File: config.mk
export PLATFORM = sky130hd
export DESIGN_NAME = step_queue_trigger_sequencer
export DESIGN_NICKNAME = d
export VERILOG_FILES = /design/src/step_queue_pkg.sv /design/src/step_queue_trigger_sequencer.sv
export SDC_FILE = /design/constraint.sdc
export NUM_CORES = 1
export LEC_CHECK = 0
export BUFFER_PORTS_ARGS = -buffer_cell sky130_fd_sc_hd__buf_2
export CAP_MARGIN = 20
export CELL_PAD_IN_SITES_DETAIL_PLACEMENT = 1
export CELL_PAD_IN_SITES_GLOBAL_PLACEMENT = 1
export CORE_MARGIN = 5
export CORE_UTILIZATION = 39
export DETAILED_ROUTE_END_ITERATION = 8
export PLACE_DENSITY = 0.68
export SYNTH_ARGS = -nofsm -noshare
export SYNTH_HDL_FRONTEND = slang
export SYNTH_SLANG_ARGS = --single-unit
File: constraint.sdc
create_clock -name clk_i -period 10.08 [get_ports clk_i]
set_clock_uncertainty 0.05 [all_clocks]
set_input_delay 1.512 -clock clk_i [delete_from_list [all_inputs] [get_ports clk_i]]
set_output_delay 1.512 -clock clk_i [all_outputs]
set_load 0.01 [all_outputs]
File: src/step_queue_pkg.sv
// step queue sequencer constants: register map, field layout, opcodes, resets.
// assumes a 32-bit Avalon-MM slave port with byte addresses, one register per word.
// What this block does
// - literal register, reset zero, copied to channel select
// - five-bit queue pointer, upper bits read zero
// - pointer writes ignored while engine executes
// - eight pair registers hold sixteen step bytes
// - step queue never cleared by reset
// - opcode high nibble, option low; control steps
// - add step adds adjust into target
// - copy step copies hold into target
// - channel strobe writes five-bit value low bits
// - wait for rising edge on input
// - wait for falling edge on input
// - reserved opcodes and options act as nops
// - interrupt step pulses selected interrupt request
// - trigger step pulses selected trigger output
// - jump step loads pointer, continues there
// - counted jump a: loop counter a
// - counted jump b: loop counter b
// - add/copy option targets limits and literal
// - step takes one clock plus delay limit
// - control wait until software trigger rises
`default_nettype none
package step_queue_pkg;
  localparam int ADDR_W = 7;
  localparam logic [6:0] OFF_CTRL = 7'h00;
  localparam logic [6:0] OFF_STATUS = 7'h04;
  localparam logic [6:0] OFF_QPTR = 7'h08;
  localparam logic [6:0] OFF_ADJ = 7'h0C;
  localparam logic [6:0] OFF_LIM_BASE = 7'h10;
  localparam logic [6:0] OFF_HOLD = 7'h28;
  localparam logic [6:0] OFF_CNT_A = 7'h2C;
  localparam logic [6:0] OFF_CNT_B = 7'h30;
  localparam logic [6:0] OFF_ADC = 7'h34;
  localparam logic [6:0] OFF_QUEUE_BASE = 7'h40;
  localparam int NUM_PAIRS = 8;
  // limit slots, in add/copy option order
  localparam int NUM_LIM = 6;
  localparam logic [2:0] LIM_CA = 3'h0;
  localparam logic [2:0] LIM_CB = 3'h1;
  localparam logic [2:0] LIM_T0 = 3'h2;
  localparam logic [2:0] LIM_T1 = 3'h3;
  localparam logic [2:0] LIM_SD = 3'h4;
  localparam logic [2:0] LIM_LIT = 3'h5;
  localparam logic [15:0] RST_REG16 = 16'h0000;
  localparam logic [4:0] RST_QPTR = 5'h00;
  localparam int CTRL_EN = 0;
  localparam int CTRL_START = 1;
  localparam int CTRL_SWT = 2;
  localparam logic [3:0] OP_CTRL = 4'h0;
  localparam logic [3:0] OP_ADDCOPY = 4'h1;
  localparam logic [3:0] OP_WAIT_RISE = 4'h4;
  localparam logic [3:0] OP_WAIT_FALL = 4'h5;
  localparam logic [3:0] OP_IRQ = 4'h7;
  localparam logic [2:0] OPP_STROBE = 3'h1;
  localparam logic [2:0] OPP_TRIG = 3'h4;
  localparam logic [2:0] OPP_JUMP = 3'h5;
  localparam logic [2:0] OPP_JUMP_A = 3'h6;
  localparam logic [2:0] OPP_JUMP_B = 3'h7;
  localparam logic [3:0] CO_SD_OFF = 4'h2;
  localparam logic [3:0] CO_SD_ON = 4'h6;
  localparam logic [3:0] CO_TMR0 = 4'h8;
  localparam logic [3:0] CO_TMR1 = 4'h9;
  localparam logic [3:0] CO_SWT = 4'hB;
  localparam logic [3:0] CO_CNT_A = 4'hC;
  localparam logic [3:0] CO_CNT_B = 4'hD;
  localparam logic [3:0] CO_LIT = 4'hE;
  typedef struct packed {
    logic [3:0] op;
    logic [3:0] opt;
  } step_s;
  typedef enum logic [1:0] {ST_IDLE, ST_EXEC, ST_DELAY} eng_e;
endpackage
`default_nettype wire

File: src/step_queue_trigger_sequencer.sv
// step queue command interpreter with Avalon-MM register slave.
// assumes trigger inputs synchronous to clk_i; interrupt and trigger outputs are one-cycle pulses.
`default_nettype none
module step_queue_trigger_sequencer
  import step_queue_pkg::*;
#(
  parameter int NUM_TRIG_IN = 16,
  parameter int NUM_IRQ = 16,
  parameter int NUM_TRIG_OUT = 32
) (
  // clock and reset
  input wire logic clk_i,
  input wire logic rst_n_i,
  // avalon-mm slave
  input wire logic [ADDR_W-1:0] address_i,
  input wire logic read_i,
  input wire logic write_i,
  input wire logic [31:0] writedata_i,
  input wire logic [3:0] byteenable_i,
  output logic [31:0] readdata_o,
  output logic waitrequest_o,
  // peripheral side
  input wire logic [NUM_TRIG_IN-1:0] trig_in_i,
  output logic [NUM_IRQ-1:0] irq_o,
  output logic [NUM_TRIG_OUT-1:0] trig_out_o,
  output logic [15:0] adc_chan_sel_o
);
  // option fields and 5-bit targets index these directly
  if (NUM_TRIG_IN < 16 || NUM_IRQ < 16 || NUM_TRIG_OUT < 32)
  begin : g_bad_param
    $error("trigger or interrupt width too small for option field");
  end

  logic rst_meta_q;
  logic rst_q;
  always_ff @(posedge clk_i or negedge rst_n_i)
  begin
    if (!rst_n_i)
    begin
      rst_meta_q <= 1'b0;
      rst_q <= 1'b0;
    end
    else
    begin
      rst_meta_q <= 1'b1;
      rst_q <= rst_meta_q;
    end
  end

  // bus slave: one wait cycle, answer in the cycle after the request
  logic wait_q;
  logic [31:0] rdata_q;
  logic [31:0] rd_val;
  wire req = read_i | write_i;
  wire wr_acc = write_i & ~wait_q;
  wire [15:0] wmask = {{8{byteenable_i[1]}}, {8{byteenable_i[0]}}};

  function automatic logic [15:0] merge16(input logic [15:0] old, input logic [31:0] wd,
                                          input logic [15:0] m);
    merge16 = (old & ~m) | (wd[15:0] & m);
  endfunction

  logic [2:0] ctrl_q;
  logic [4:0] ptr_q, ptr_d;
  logic [15:0] adj_q, adj_d, hold_q, hold_d;
  logic [NUM_LIM-1:0][15:0] lim_q, lim_d;
  logic [15:0] cnt_a_q, cnt_a_d, cnt_b_q, cnt_b_d;
  logic [15:0] adc_q, adc_d;
  logic [15:0] tmr_q, tmr_d, dly_q, dly_d;
  logic sd_en_q, sd_en_d;
  logic swt_prev_q;
  logic [NUM_TRIG_IN-1:0] trig_prev_q;
  logic [NUM_IRQ-1:0] irq_q, irq_d;
  logic [NUM_TRIG_OUT-1:0] trig_q, trig_d;
  eng_e state_q, state_d;
  logic [15:0] queue_q [NUM_PAIRS];

  wire exec = ctrl_q[CTRL_EN] & ctrl_q[CTRL_START];
  wire hit_ctrl = address_i == OFF_CTRL;
  wire hit_qptr = address_i == OFF_QPTR;
  wire hit_adj = address_i == OFF_ADJ;
  wire hit_hold = address_i == OFF_HOLD;
  // the queue window is 0x40..0x5C only; the space above it reads zero
  wire hit_queue = address_i[6:5] == OFF_QUEUE_BASE[6:5];
  wire [15:0] qptr_merged = merge16({11'h000, ptr_q}, writedata_i, wmask);

  // step queue: no reset at all, contents survive every reset
  // pair register byte layout
  for (genvar i = 0; i < NUM_PAIRS; i++)
  begin : g_queue
    wire q_we = wr_acc & ~exec & (address_i == OFF_QUEUE_BASE + 7'(4 * i));
    always_ff @(posedge clk_i)
    begin
      if (q_we)
        queue_q[i] <= merge16(queue_q[i], writedata_i, wmask);
    end
  end

  // step fetch and decode
  // opcode and option split
  wire [15:0] pair = queue_q[ptr_q[3:1]];
  wire step_s cur = ptr_q[0] ? pair[15:8] : pair[7:0];
  wire [4:0] target = {cur.op[0], cur.opt};
  wire [NUM_TRIG_IN-1:0] rise = trig_in_i & ~trig_prev_q;
  wire [NUM_TRIG_IN-1:0] fall = ~trig_in_i & trig_prev_q;
  wire sw_rise = ctrl_q[CTRL_SWT] & ~swt_prev_q;
  wire is_ctrl = cur.op == OP_CTRL;
  wire is_jump = cur.op[3:1] == OPP_JUMP;
  wire is_jump_a = cur.op[3:1] == OPP_JUMP_A;
  wire is_jump_b = cur.op[3:1] == OPP_JUMP_B;
  wire at_lim_a = cnt_a_q == lim_q[LIM_CA];
  wire at_lim_b = cnt_b_q == lim_q[LIM_CB];
  wire [2:0] lim_idx = cur.opt[2:0];
  wire lim_ok = lim_idx <= LIM_LIT;

  logic cond;
  always_comb
  begin
    cond = 1'b1;
    if (cur.op == OP_WAIT_RISE)
      cond = rise[cur.opt];
    else if (cur.op == OP_WAIT_FALL)
      cond = fall[cur.opt];
    else if (is_ctrl && cur.opt == CO_SWT)
      cond = sw_rise;
    else if (is_ctrl && cur.opt == CO_TMR0)
      cond = tmr_q == lim_q[LIM_T0];
    else if (is_ctrl && cur.opt == CO_TMR1)
      cond = tmr_q == lim_q[LIM_T1];
  end
  // a stopped engine finishes no step, even in its last EXEC cycle
  wire done = (state_q == ST_EXEC) & exec & cond;

  always_comb
  begin
    state_d = state_q;
    ptr_d = ptr_q;
    adj_d = adj_q;
    hold_d = hold_q;
    lim_d = lim_q;
    cnt_a_d = cnt_a_q;
    cnt_b_d = cnt_b_q;
    adc_d = adc_q;
    tmr_d = tmr_q;
    dly_d = dly_q;
    sd_en_d = sd_en_q;
    irq_d = '0;
    trig_d = '0;
    // software writes other than to control only while the engine is stopped
    // limit, literal and queue loads need a stopped engine
    if (wr_acc && !exec)
    begin
      if (hit_qptr)
        ptr_d = qptr_merged[4:0];
      if (hit_adj)
        adj_d = merge16(adj_q, writedata_i, wmask);
      if (hit_hold)
        hold_d = merge16(hold_q, writedata_i, wmask);
      for (int k = 0; k < NUM_LIM; k++)
      begin
        if (address_i == OFF_LIM_BASE + 7'(4 * k))
          lim_d[k] = merge16(lim_q[k], writedata_i, wmask);
      end
    end
    case (state_q)
      ST_IDLE:
      begin
        if (exec)
          state_d = ST_EXEC;
      end
      ST_EXEC:
      begin
        if (!done)
          tmr_d = tmr_q + 16'h0001;
        else
        begin
          tmr_d = RST_REG16;
          ptr_d = ptr_q + 5'h01;
          // anything not matched below changes nothing
          if (is_ctrl)
          begin
            if (cur.opt == CO_SD_OFF)
              sd_en_d = 1'b0;
            if (cur.opt == CO_SD_ON)
              sd_en_d = 1'b1;
            if (cur.opt == CO_CNT_A)
              adc_d = cnt_a_q;
            if (cur.opt == CO_CNT_B)
              adc_d = cnt_b_q;
            if (cur.opt == CO_LIT)
              adc_d = lim_q[LIM_LIT];
          end
          // option picks limit or literal slot
          if (cur.op == OP_ADDCOPY && lim_ok)
          begin
            if (!cur.opt[3])
              lim_d[lim_idx] = lim_q[lim_idx] + adj_q;
            else
              lim_d[lim_idx] = hold_q;
          end
          if (cur.op[3:1] == OPP_STROBE)
            adc_d[4:0] = target;
          if (cur.op == OP_IRQ)
            irq_d[cur.opt] = 1'b1;
          if (cur.op[3:1] == OPP_TRIG)
            trig_d[target] = 1'b1;
          if (is_jump)
            ptr_d = target;
          if (is_jump_a && !at_lim_a)
          begin
            cnt_a_d = cnt_a_q + 16'h0001;
            ptr_d = target;
          end
          if (is_jump_b && !at_lim_b)
          begin
            cnt_b_d = cnt_b_q + 16'h0001;
            ptr_d = target;
          end
          // extra delay cycles before next step
          if (sd_en_q && lim_q[LIM_SD] != RST_REG16)
          begin
            dly_d = lim_q[LIM_SD];
            state_d = ST_DELAY;
          end
        end
      end
      ST_DELAY:
      begin
        dly_d = dly_q - 16'h0001;
        if (dly_q == 16'h0001)
          state_d = ST_EXEC;
      end
      default:
        state_d = ST_IDLE;
    endcase
    // disabling the engine resets the loop counters; stopping parks it
    if (!ctrl_q[CTRL_EN])
    begin
      cnt_a_d = RST_REG16;
      cnt_b_d = RST_REG16;
    end
    if (!exec)
    begin
      state_d = ST_IDLE;
      tmr_d = RST_REG16;
    end
  end

  always_comb
  begin
    rd_val = 32'h0000_0000;
    if (hit_ctrl)
      rd_val[2:0] = ctrl_q;
    else if (address_i == OFF_STATUS)
      rd_val[2:0] = {sd_en_q, state_q == ST_DELAY, exec};
    // pointer in low five bits, rest zero
    else if (hit_qptr)
      rd_val[4:0] = ptr_q;
    else if (hit_adj)
      rd_val[15:0] = adj_q;
    else if (hit_hold)
      rd_val[15:0] = hold_q;
    else if (address_i == OFF_CNT_A)
      rd_val[15:0] = cnt_a_q;
    else if (address_i == OFF_CNT_B)
      rd_val[15:0] = cnt_b_q;
    else if (address_i == OFF_ADC)
      rd_val[15:0] = adc_q;
    else if (address_i >= OFF_LIM_BASE && address_i < OFF_HOLD && address_i[1:0] == 2'h0)
      rd_val[15:0] = lim_q[3'(address_i[4:2] - 3'h4)];
    else if (hit_queue && address_i[1:0] == 2'h0)
      rd_val[15:0] = queue_q[address_i[4:2]];
  end

  always_ff @(posedge clk_i or negedge rst_q)
  begin
    if (!rst_q)
    begin
      wait_q <= 1'b1;
      rdata_q <= 32'h0000_0000;
      ctrl_q <= 3'h0;
    end
    else
    begin
      wait_q <= ~(req & wait_q);
      if (read_i && wait_q)
        rdata_q <= rd_val;
      if (wr_acc && hit_ctrl && byteenable_i[0])
        ctrl_q <= writedata_i[2:0];
    end
  end

  always_ff @(posedge clk_i or negedge rst_q)
  begin
    if (!rst_q)
    begin
      state_q <= ST_IDLE;
      ptr_q <= RST_QPTR;
      adj_q <= RST_REG16;
      hold_q <= RST_REG16;
      lim_q <= '0;
      cnt_a_q <= RST_REG16;
      cnt_b_q <= RST_REG16;
      adc_q <= RST_REG16;
      tmr_q <= RST_REG16;
      dly_q <= RST_REG16;
      sd_en_q <= 1'b0;
      swt_prev_q <= 1'b0;
      trig_prev_q <= '0;
      irq_q <= '0;
      trig_q <= '0;
    end
    else
    begin
      state_q <= state_d;
      ptr_q <= ptr_d;
      adj_q <= adj_d;
      hold_q <= hold_d;
      lim_q <= lim_d;
      cnt_a_q <= cnt_a_d;
      cnt_b_q <= cnt_b_d;
      adc_q <= adc_d;
      tmr_q <= tmr_d;
      dly_q <= dly_d;
      sd_en_q <= sd_en_d;
      swt_prev_q <= ctrl_q[CTRL_SWT];
      trig_prev_q <= trig_in_i;
      irq_q <= irq_d;
      trig_q <= trig_d;
    end
  end

  assign readdata_o = rdata_q;
  assign waitrequest_o = wait_q;
  assign irq_o = irq_q;
  assign trig_out_o = trig_q;
  assign adc_chan_sel_o = adc_q;
endmodule
`default_nettype wire

## Yosys cells after proc, flatten, opt, wreduce, memory -nomap -nowiden

Memories as Yosys holds them, arrays and structs flattened.
Index checks and enable logic that the tools add are counted.
W data, S select, Z words.

- $add $sub $neg: 7
- $lt $le $gt $ge: 10
- Equality and inequality tests: 56
- Mux-type cells: 122
- Bitwise gates (word level): 60
- Reductions and logical operators: 46

Operators with widths:

| operator | number |
|---|---|
| $mux W16 | 42 |
| $mux W96 | 5 |
| $and A16 B16 Y16 | 19 |
| $or A16 B16 Y16 | 16 |
| $bwmux W96 | 2 |
| $reduce_or A16 Y1 | 7 |
| $bmux W16 S3 | 2 |
| $mux W32 | 3 |
| $eq A16 B16 Y1 | 4 |
| $eq A7 B7 Y1 const B | 8 |
| $mux W5 | 10 |
| $add A16 B1 Y16 const B | 3 |
| $demux W16 S3 | 1 |
| $not A16 Y16 | 3 |
| $eq A7 B6 Y1 const B | 6 |
| $mux W1 | 34 |
| $pmux W16 S2 | 1 |
| $eq A7 B5 Y1 const B | 4 |
| $mux W3 | 9 |
| $mux W13 | 2 |
| $eq A4 B4 Y1 const B | 6 |
| $logic_and A1 B1 Y1 | 17 |
| $add A16 B16 Y16 | 1 |
| $eq A16 B1 Y1 const B | 1 |
| 48 further kinds | 95 |

- Register bits after elaboration: 303
- RAM bits: 128
- Output and inout bits: 97
- Memories: 1

Memory list:

| memory | words | width | rd ports | clocked after Yosys merged registers in | write ports | line | source |
|---|---|---|---|---|---|---|---|
| queue_q | 8 | 16 | 10 | 0 | 1 | step_queue_trigger_sequencer.sv:76 | `logic [15:0] queue_q [NUM_PAIRS];` |

## Depth between registers and ports, before layout

- Depth in word-level cells: 14
- Mapped depth: 24
- Mapped depth without buffers: 20

## Worst setup path after synthesis

No wires, ideal clock.

- Kind: register to register
- From: register ptr_q[1]
- To: register lim_q[14] (netlist bit)
- Arrival: 4.924 ns
- Data required time: 9.888 ns
- Setup slack: 4.964 ns
- Stages on the path, launching flop included: 25
- Path buffers: 5
- Clock period less this slack: 5.116 ns
- Cell sequence: dfrtp_1 -> buf_6 -> buf_12 -> nor2_1 -> a22oi_2 -> nand3_2 -> and2_1 -> buf_2 -> buf_1 -> buf_1 -> nand3_1 -> nand3_1 -> o21ai_0 -> ha_1 -> fa_1 -> a21o_1 -> a21oi_1 -> o21ai_0 -> a31o_2 -> a211oi_1 -> o21ai_0 -> a31oi_1 -> xnor2_1 -> mux2i_1 -> mux2i_1

RTL lines:

| element | line | source |
|---|---|---|
| start: declaration | step_queue_trigger_sequencer.sv:64 | `logic [4:0] ptr_q, ptr_d;` |
| start signal: assignment | step_queue_trigger_sequencer.sv:316 | `ptr_q <= ptr_d;` |
| end signal: assignment | step_queue_trigger_sequencer.sv:319 | `lim_q <= lim_d;` |
| end: declaration | step_queue_trigger_sequencer.sv:66 | `logic [NUM_LIM-1:0][15:0] lim_q, lim_d;` |

==> results.md <==
* Status: finished, final reports clean
* Die X at 260 microns
* Count of final max-slew check failures at 0
* Yosys warns at 0
* Cell Area, Synth at 24400 sq um
* Post-synth top cells: dfrtp_1, mux2i_1, nand2_1
* CP Launch Type: flop
* Initial antenna violation count at 4
* Dpl cell area at 25800 sq um
* Max frequency at 135 MHz
* Vias/cell at 6.29
* Clk pin slew, worst setup/hold paths at 0.06 ns
* RSZ-0062 raised after global routing: no
* Setup TNS at 0 ns
* Final Cycle Share at 73.6%
* Drt wl/cell at 29.7 microns
* Worst Path Max Fanout at 27
* EDFF count, synth at 128
* Root Driver: clkbuf_16
* Arr. time, crit path at 7.80 ns
* CP required at 10.47 ns
* Post-CTS Setup Inserts at 0
* DR DRC count at 0
* Fraction of registers with async set/reset at 70.3%
* DRT antenna net count at 0
* Number of port buffers at 125
* Slew @ Worst Pin at 1.20 ns
* Vias in the first global route at 20553
* Largest net degree at the start of global routing at 176
* Max cap viols at 0
* Worst Setup Path Type: flop to flop
* CTS buffer count at 50
* Tot Pwr at 4.29 mW
* Final instance area at 27700 sq um
* Synthesized area per cell at 11.1 sq um
* Most common cell in the netlist: dfrtp_1
* Total Routing Usage GR at 27.3%
* Worst hold path type: flop to flop
* Clock buffer depth at 3
* Sequential share of the synthesized area at 46.8%
* H-tree levels at 2
* CTS tree: done
* Initial Util at 39.5%
* Fin. Hold Viols at 0
* Yosys reg bits at 431
* DP Worst Slack at 2.95 ns
* Die area at 67700 sq um
* Placed cells at 3057
* Post-route non-filler standard cell count at 3154
* Layout net count at 2361
* Synth top area share at 31.0%
* Syn Inst Count at 2200
* Total clock sinks at 431
* Top post-synthesis cells by area: dfrtp_1, edfxtp_1, mux2i_1, mux4_2, nand2_1
* Core area at 61800 sq um
* Global-route wire length before repair at 138 mm
* Yosys top cell by area: dfrtp_1
* Synth cell types at 87
* Starting DRC count in detailed routing at 2203
* Die Ht at 260 microns
* Leakage at 11.1 nW
* Element type at the critical path end: flop
* Via Count at 19843
* Final setup viols at 0
* Min Clock Period, post-route at 7.41 ns
* Final GP Congestion at 0.968
* Worst VDD drop at 0.125 mV
* Remaining Overflow, GRT at 0
* Top FF cell, synth: dfrtp_1
* Final WS setup at 2.67 ns
* Total routed wirelength at 93.8 mm
* Site row count at 91
* Slew headroom at 20.0%
* Drt pass-1 iters at 5
* Area growth, synth to finish at 13.5%
* PwrDens at 155 nW/um^2
* Share of cells above drive strength 1 at 18.5%
* # IOs at 160
* Hpwl dp at 66.3 mm
* PostCTS Resize Cnt at 0
* Hold_buf cts at 0
* Clk Latency, worst-skew pair at 0.64 ns
==> cell usage in the layout, fill, tap and decap left out, types with 17 or more instances in the layout <==
cell type  count
dfrtp_1      298
mux2i_1      273
nand2_1      220
edfxtp_1     128
buf_2        124
nor2_1       107
o21ai_0       94
nand3_1       81
mux4_2        71
nor3_1        69
a21oi_1       61
xnor2_1       55
clkbuf_16     50
mux2_2        49
buf_4         47
xor2_1        40
nand4_1       36
nor4_1        27
and3_1        26
ha_1          23
a22oi_1       22
inv_1         22
o22ai_1       22
and2_1        20
nand2b_1      20
a221oi_1      18
conb_1        17
==> worst max-delay path, stage by stage (launching register included) <==
cell and delay (ns):
dfrtp_2 0.87, buf_4 0.42, mux4_2 0.36, a22o_1 0.27, a221oi_4 0.26, inv_2 0.20
nand2_1 0.74, o21ai_0 0.56, ha_1 0.43, a21o_1 0.20, a211oi_1 0.58, a2111oi_0 0.30
o21a_1 0.25, o21ai_0 0.32, nand2b_1 0.10, a21oi_1 0.19, xnor2_1 0.08, mux2i_1 0.82
mux2i_1 0.19
==> through the flow <==
step / util [%] / hold slack [ns]
2_1_floorplan: - / 0.281
4_1_cts: 44.7 / 0.308
5_1_grt: 44.8 / 0.329
3_5_place_dp: 41.7 / 0.295
3_3_place_gp: 41.6 / 0.286
6_report: 44.8 / 0.305
==> cells by family (layout without fill, tap and decap cells) <==
| logic type | Yosys count | count (layout) | synth area share (%) |
|---|---|---|---|
| simple gates | 700 | 700 | 14.4 |
| buf+inv | 193 | 294 | 3.64 |
| xor+xnor | 95 | 95 | 3.41 |
| compound gates | 360 | 360 | 10.3 |
| mux | 395 | 395 | 20.2 |
| fa+ha+maj | 24 | 24 | 1.26 |
| other cells | 2 | 18 | 0.0308 |
| flops | 431 | 431 | 46.8 |
==> layer usage <==
layer / track usage, % / routed length [microns] / part of all wire, %
met1: 36.6 / 38000 / 41
met4: 11.1 / 4550 / 4.9
met2: 43.6 / 43500 / 46
met3: 5.31 / 7650 / 8.2
met5: 0 / 27 / 0.029
==> area by class of cell <==
type	count	area, sq um
Antenna cell	1	2.50
Clock buffer	66	1410
Timing Repair Buffer	177	1050
Clock inverter	28	475
Tap cell	837	1050
Inverter	23	86.3
Sequential cell	431	11400
Multi-Input combinational cell	1591	12200
Fill cell	6620	34100
==> report_power, final <==
part	internal [mW]	switching [mW]
sequential	1.82	0.0350
combinational	0.106	0.254
clock	1.26	0.818
==> final timing paths <==
| kind | from | slack (ns) | end | depth (start not counted) |
|---|---|---|---|---|
| min in group asynchronous | rst_q$_DFF_PN0_ | 0.37 | adc_chan_sel_o[7]$_DFFE_PN0P_ | 1 |
| setup reg to reg | ptr_q[2]$_DFF_PN0_ | 2.67 | lim_q[29]$_DFF_PN0_ | 18 |
| setup / recovery | ptr_q[2]$_DFF_PN0_ | 2.67 | lim_q[29]$_DFF_PN0_ | 18 |
| hold / removal | rst_meta_q$_DFF_PN0_ | 0.30 | rst_q$_DFF_PN0_ | 0 |
| hold reg to reg | rst_meta_q$_DFF_PN0_ | 0.30 | rst_q$_DFF_PN0_ | 0 |
| max in group asynchronous | rst_q$_DFF_PN0_ | 7.83 | ptr_q[1]$_DFF_PN0_ | 2 |
(Power assumes the default switching activity.)
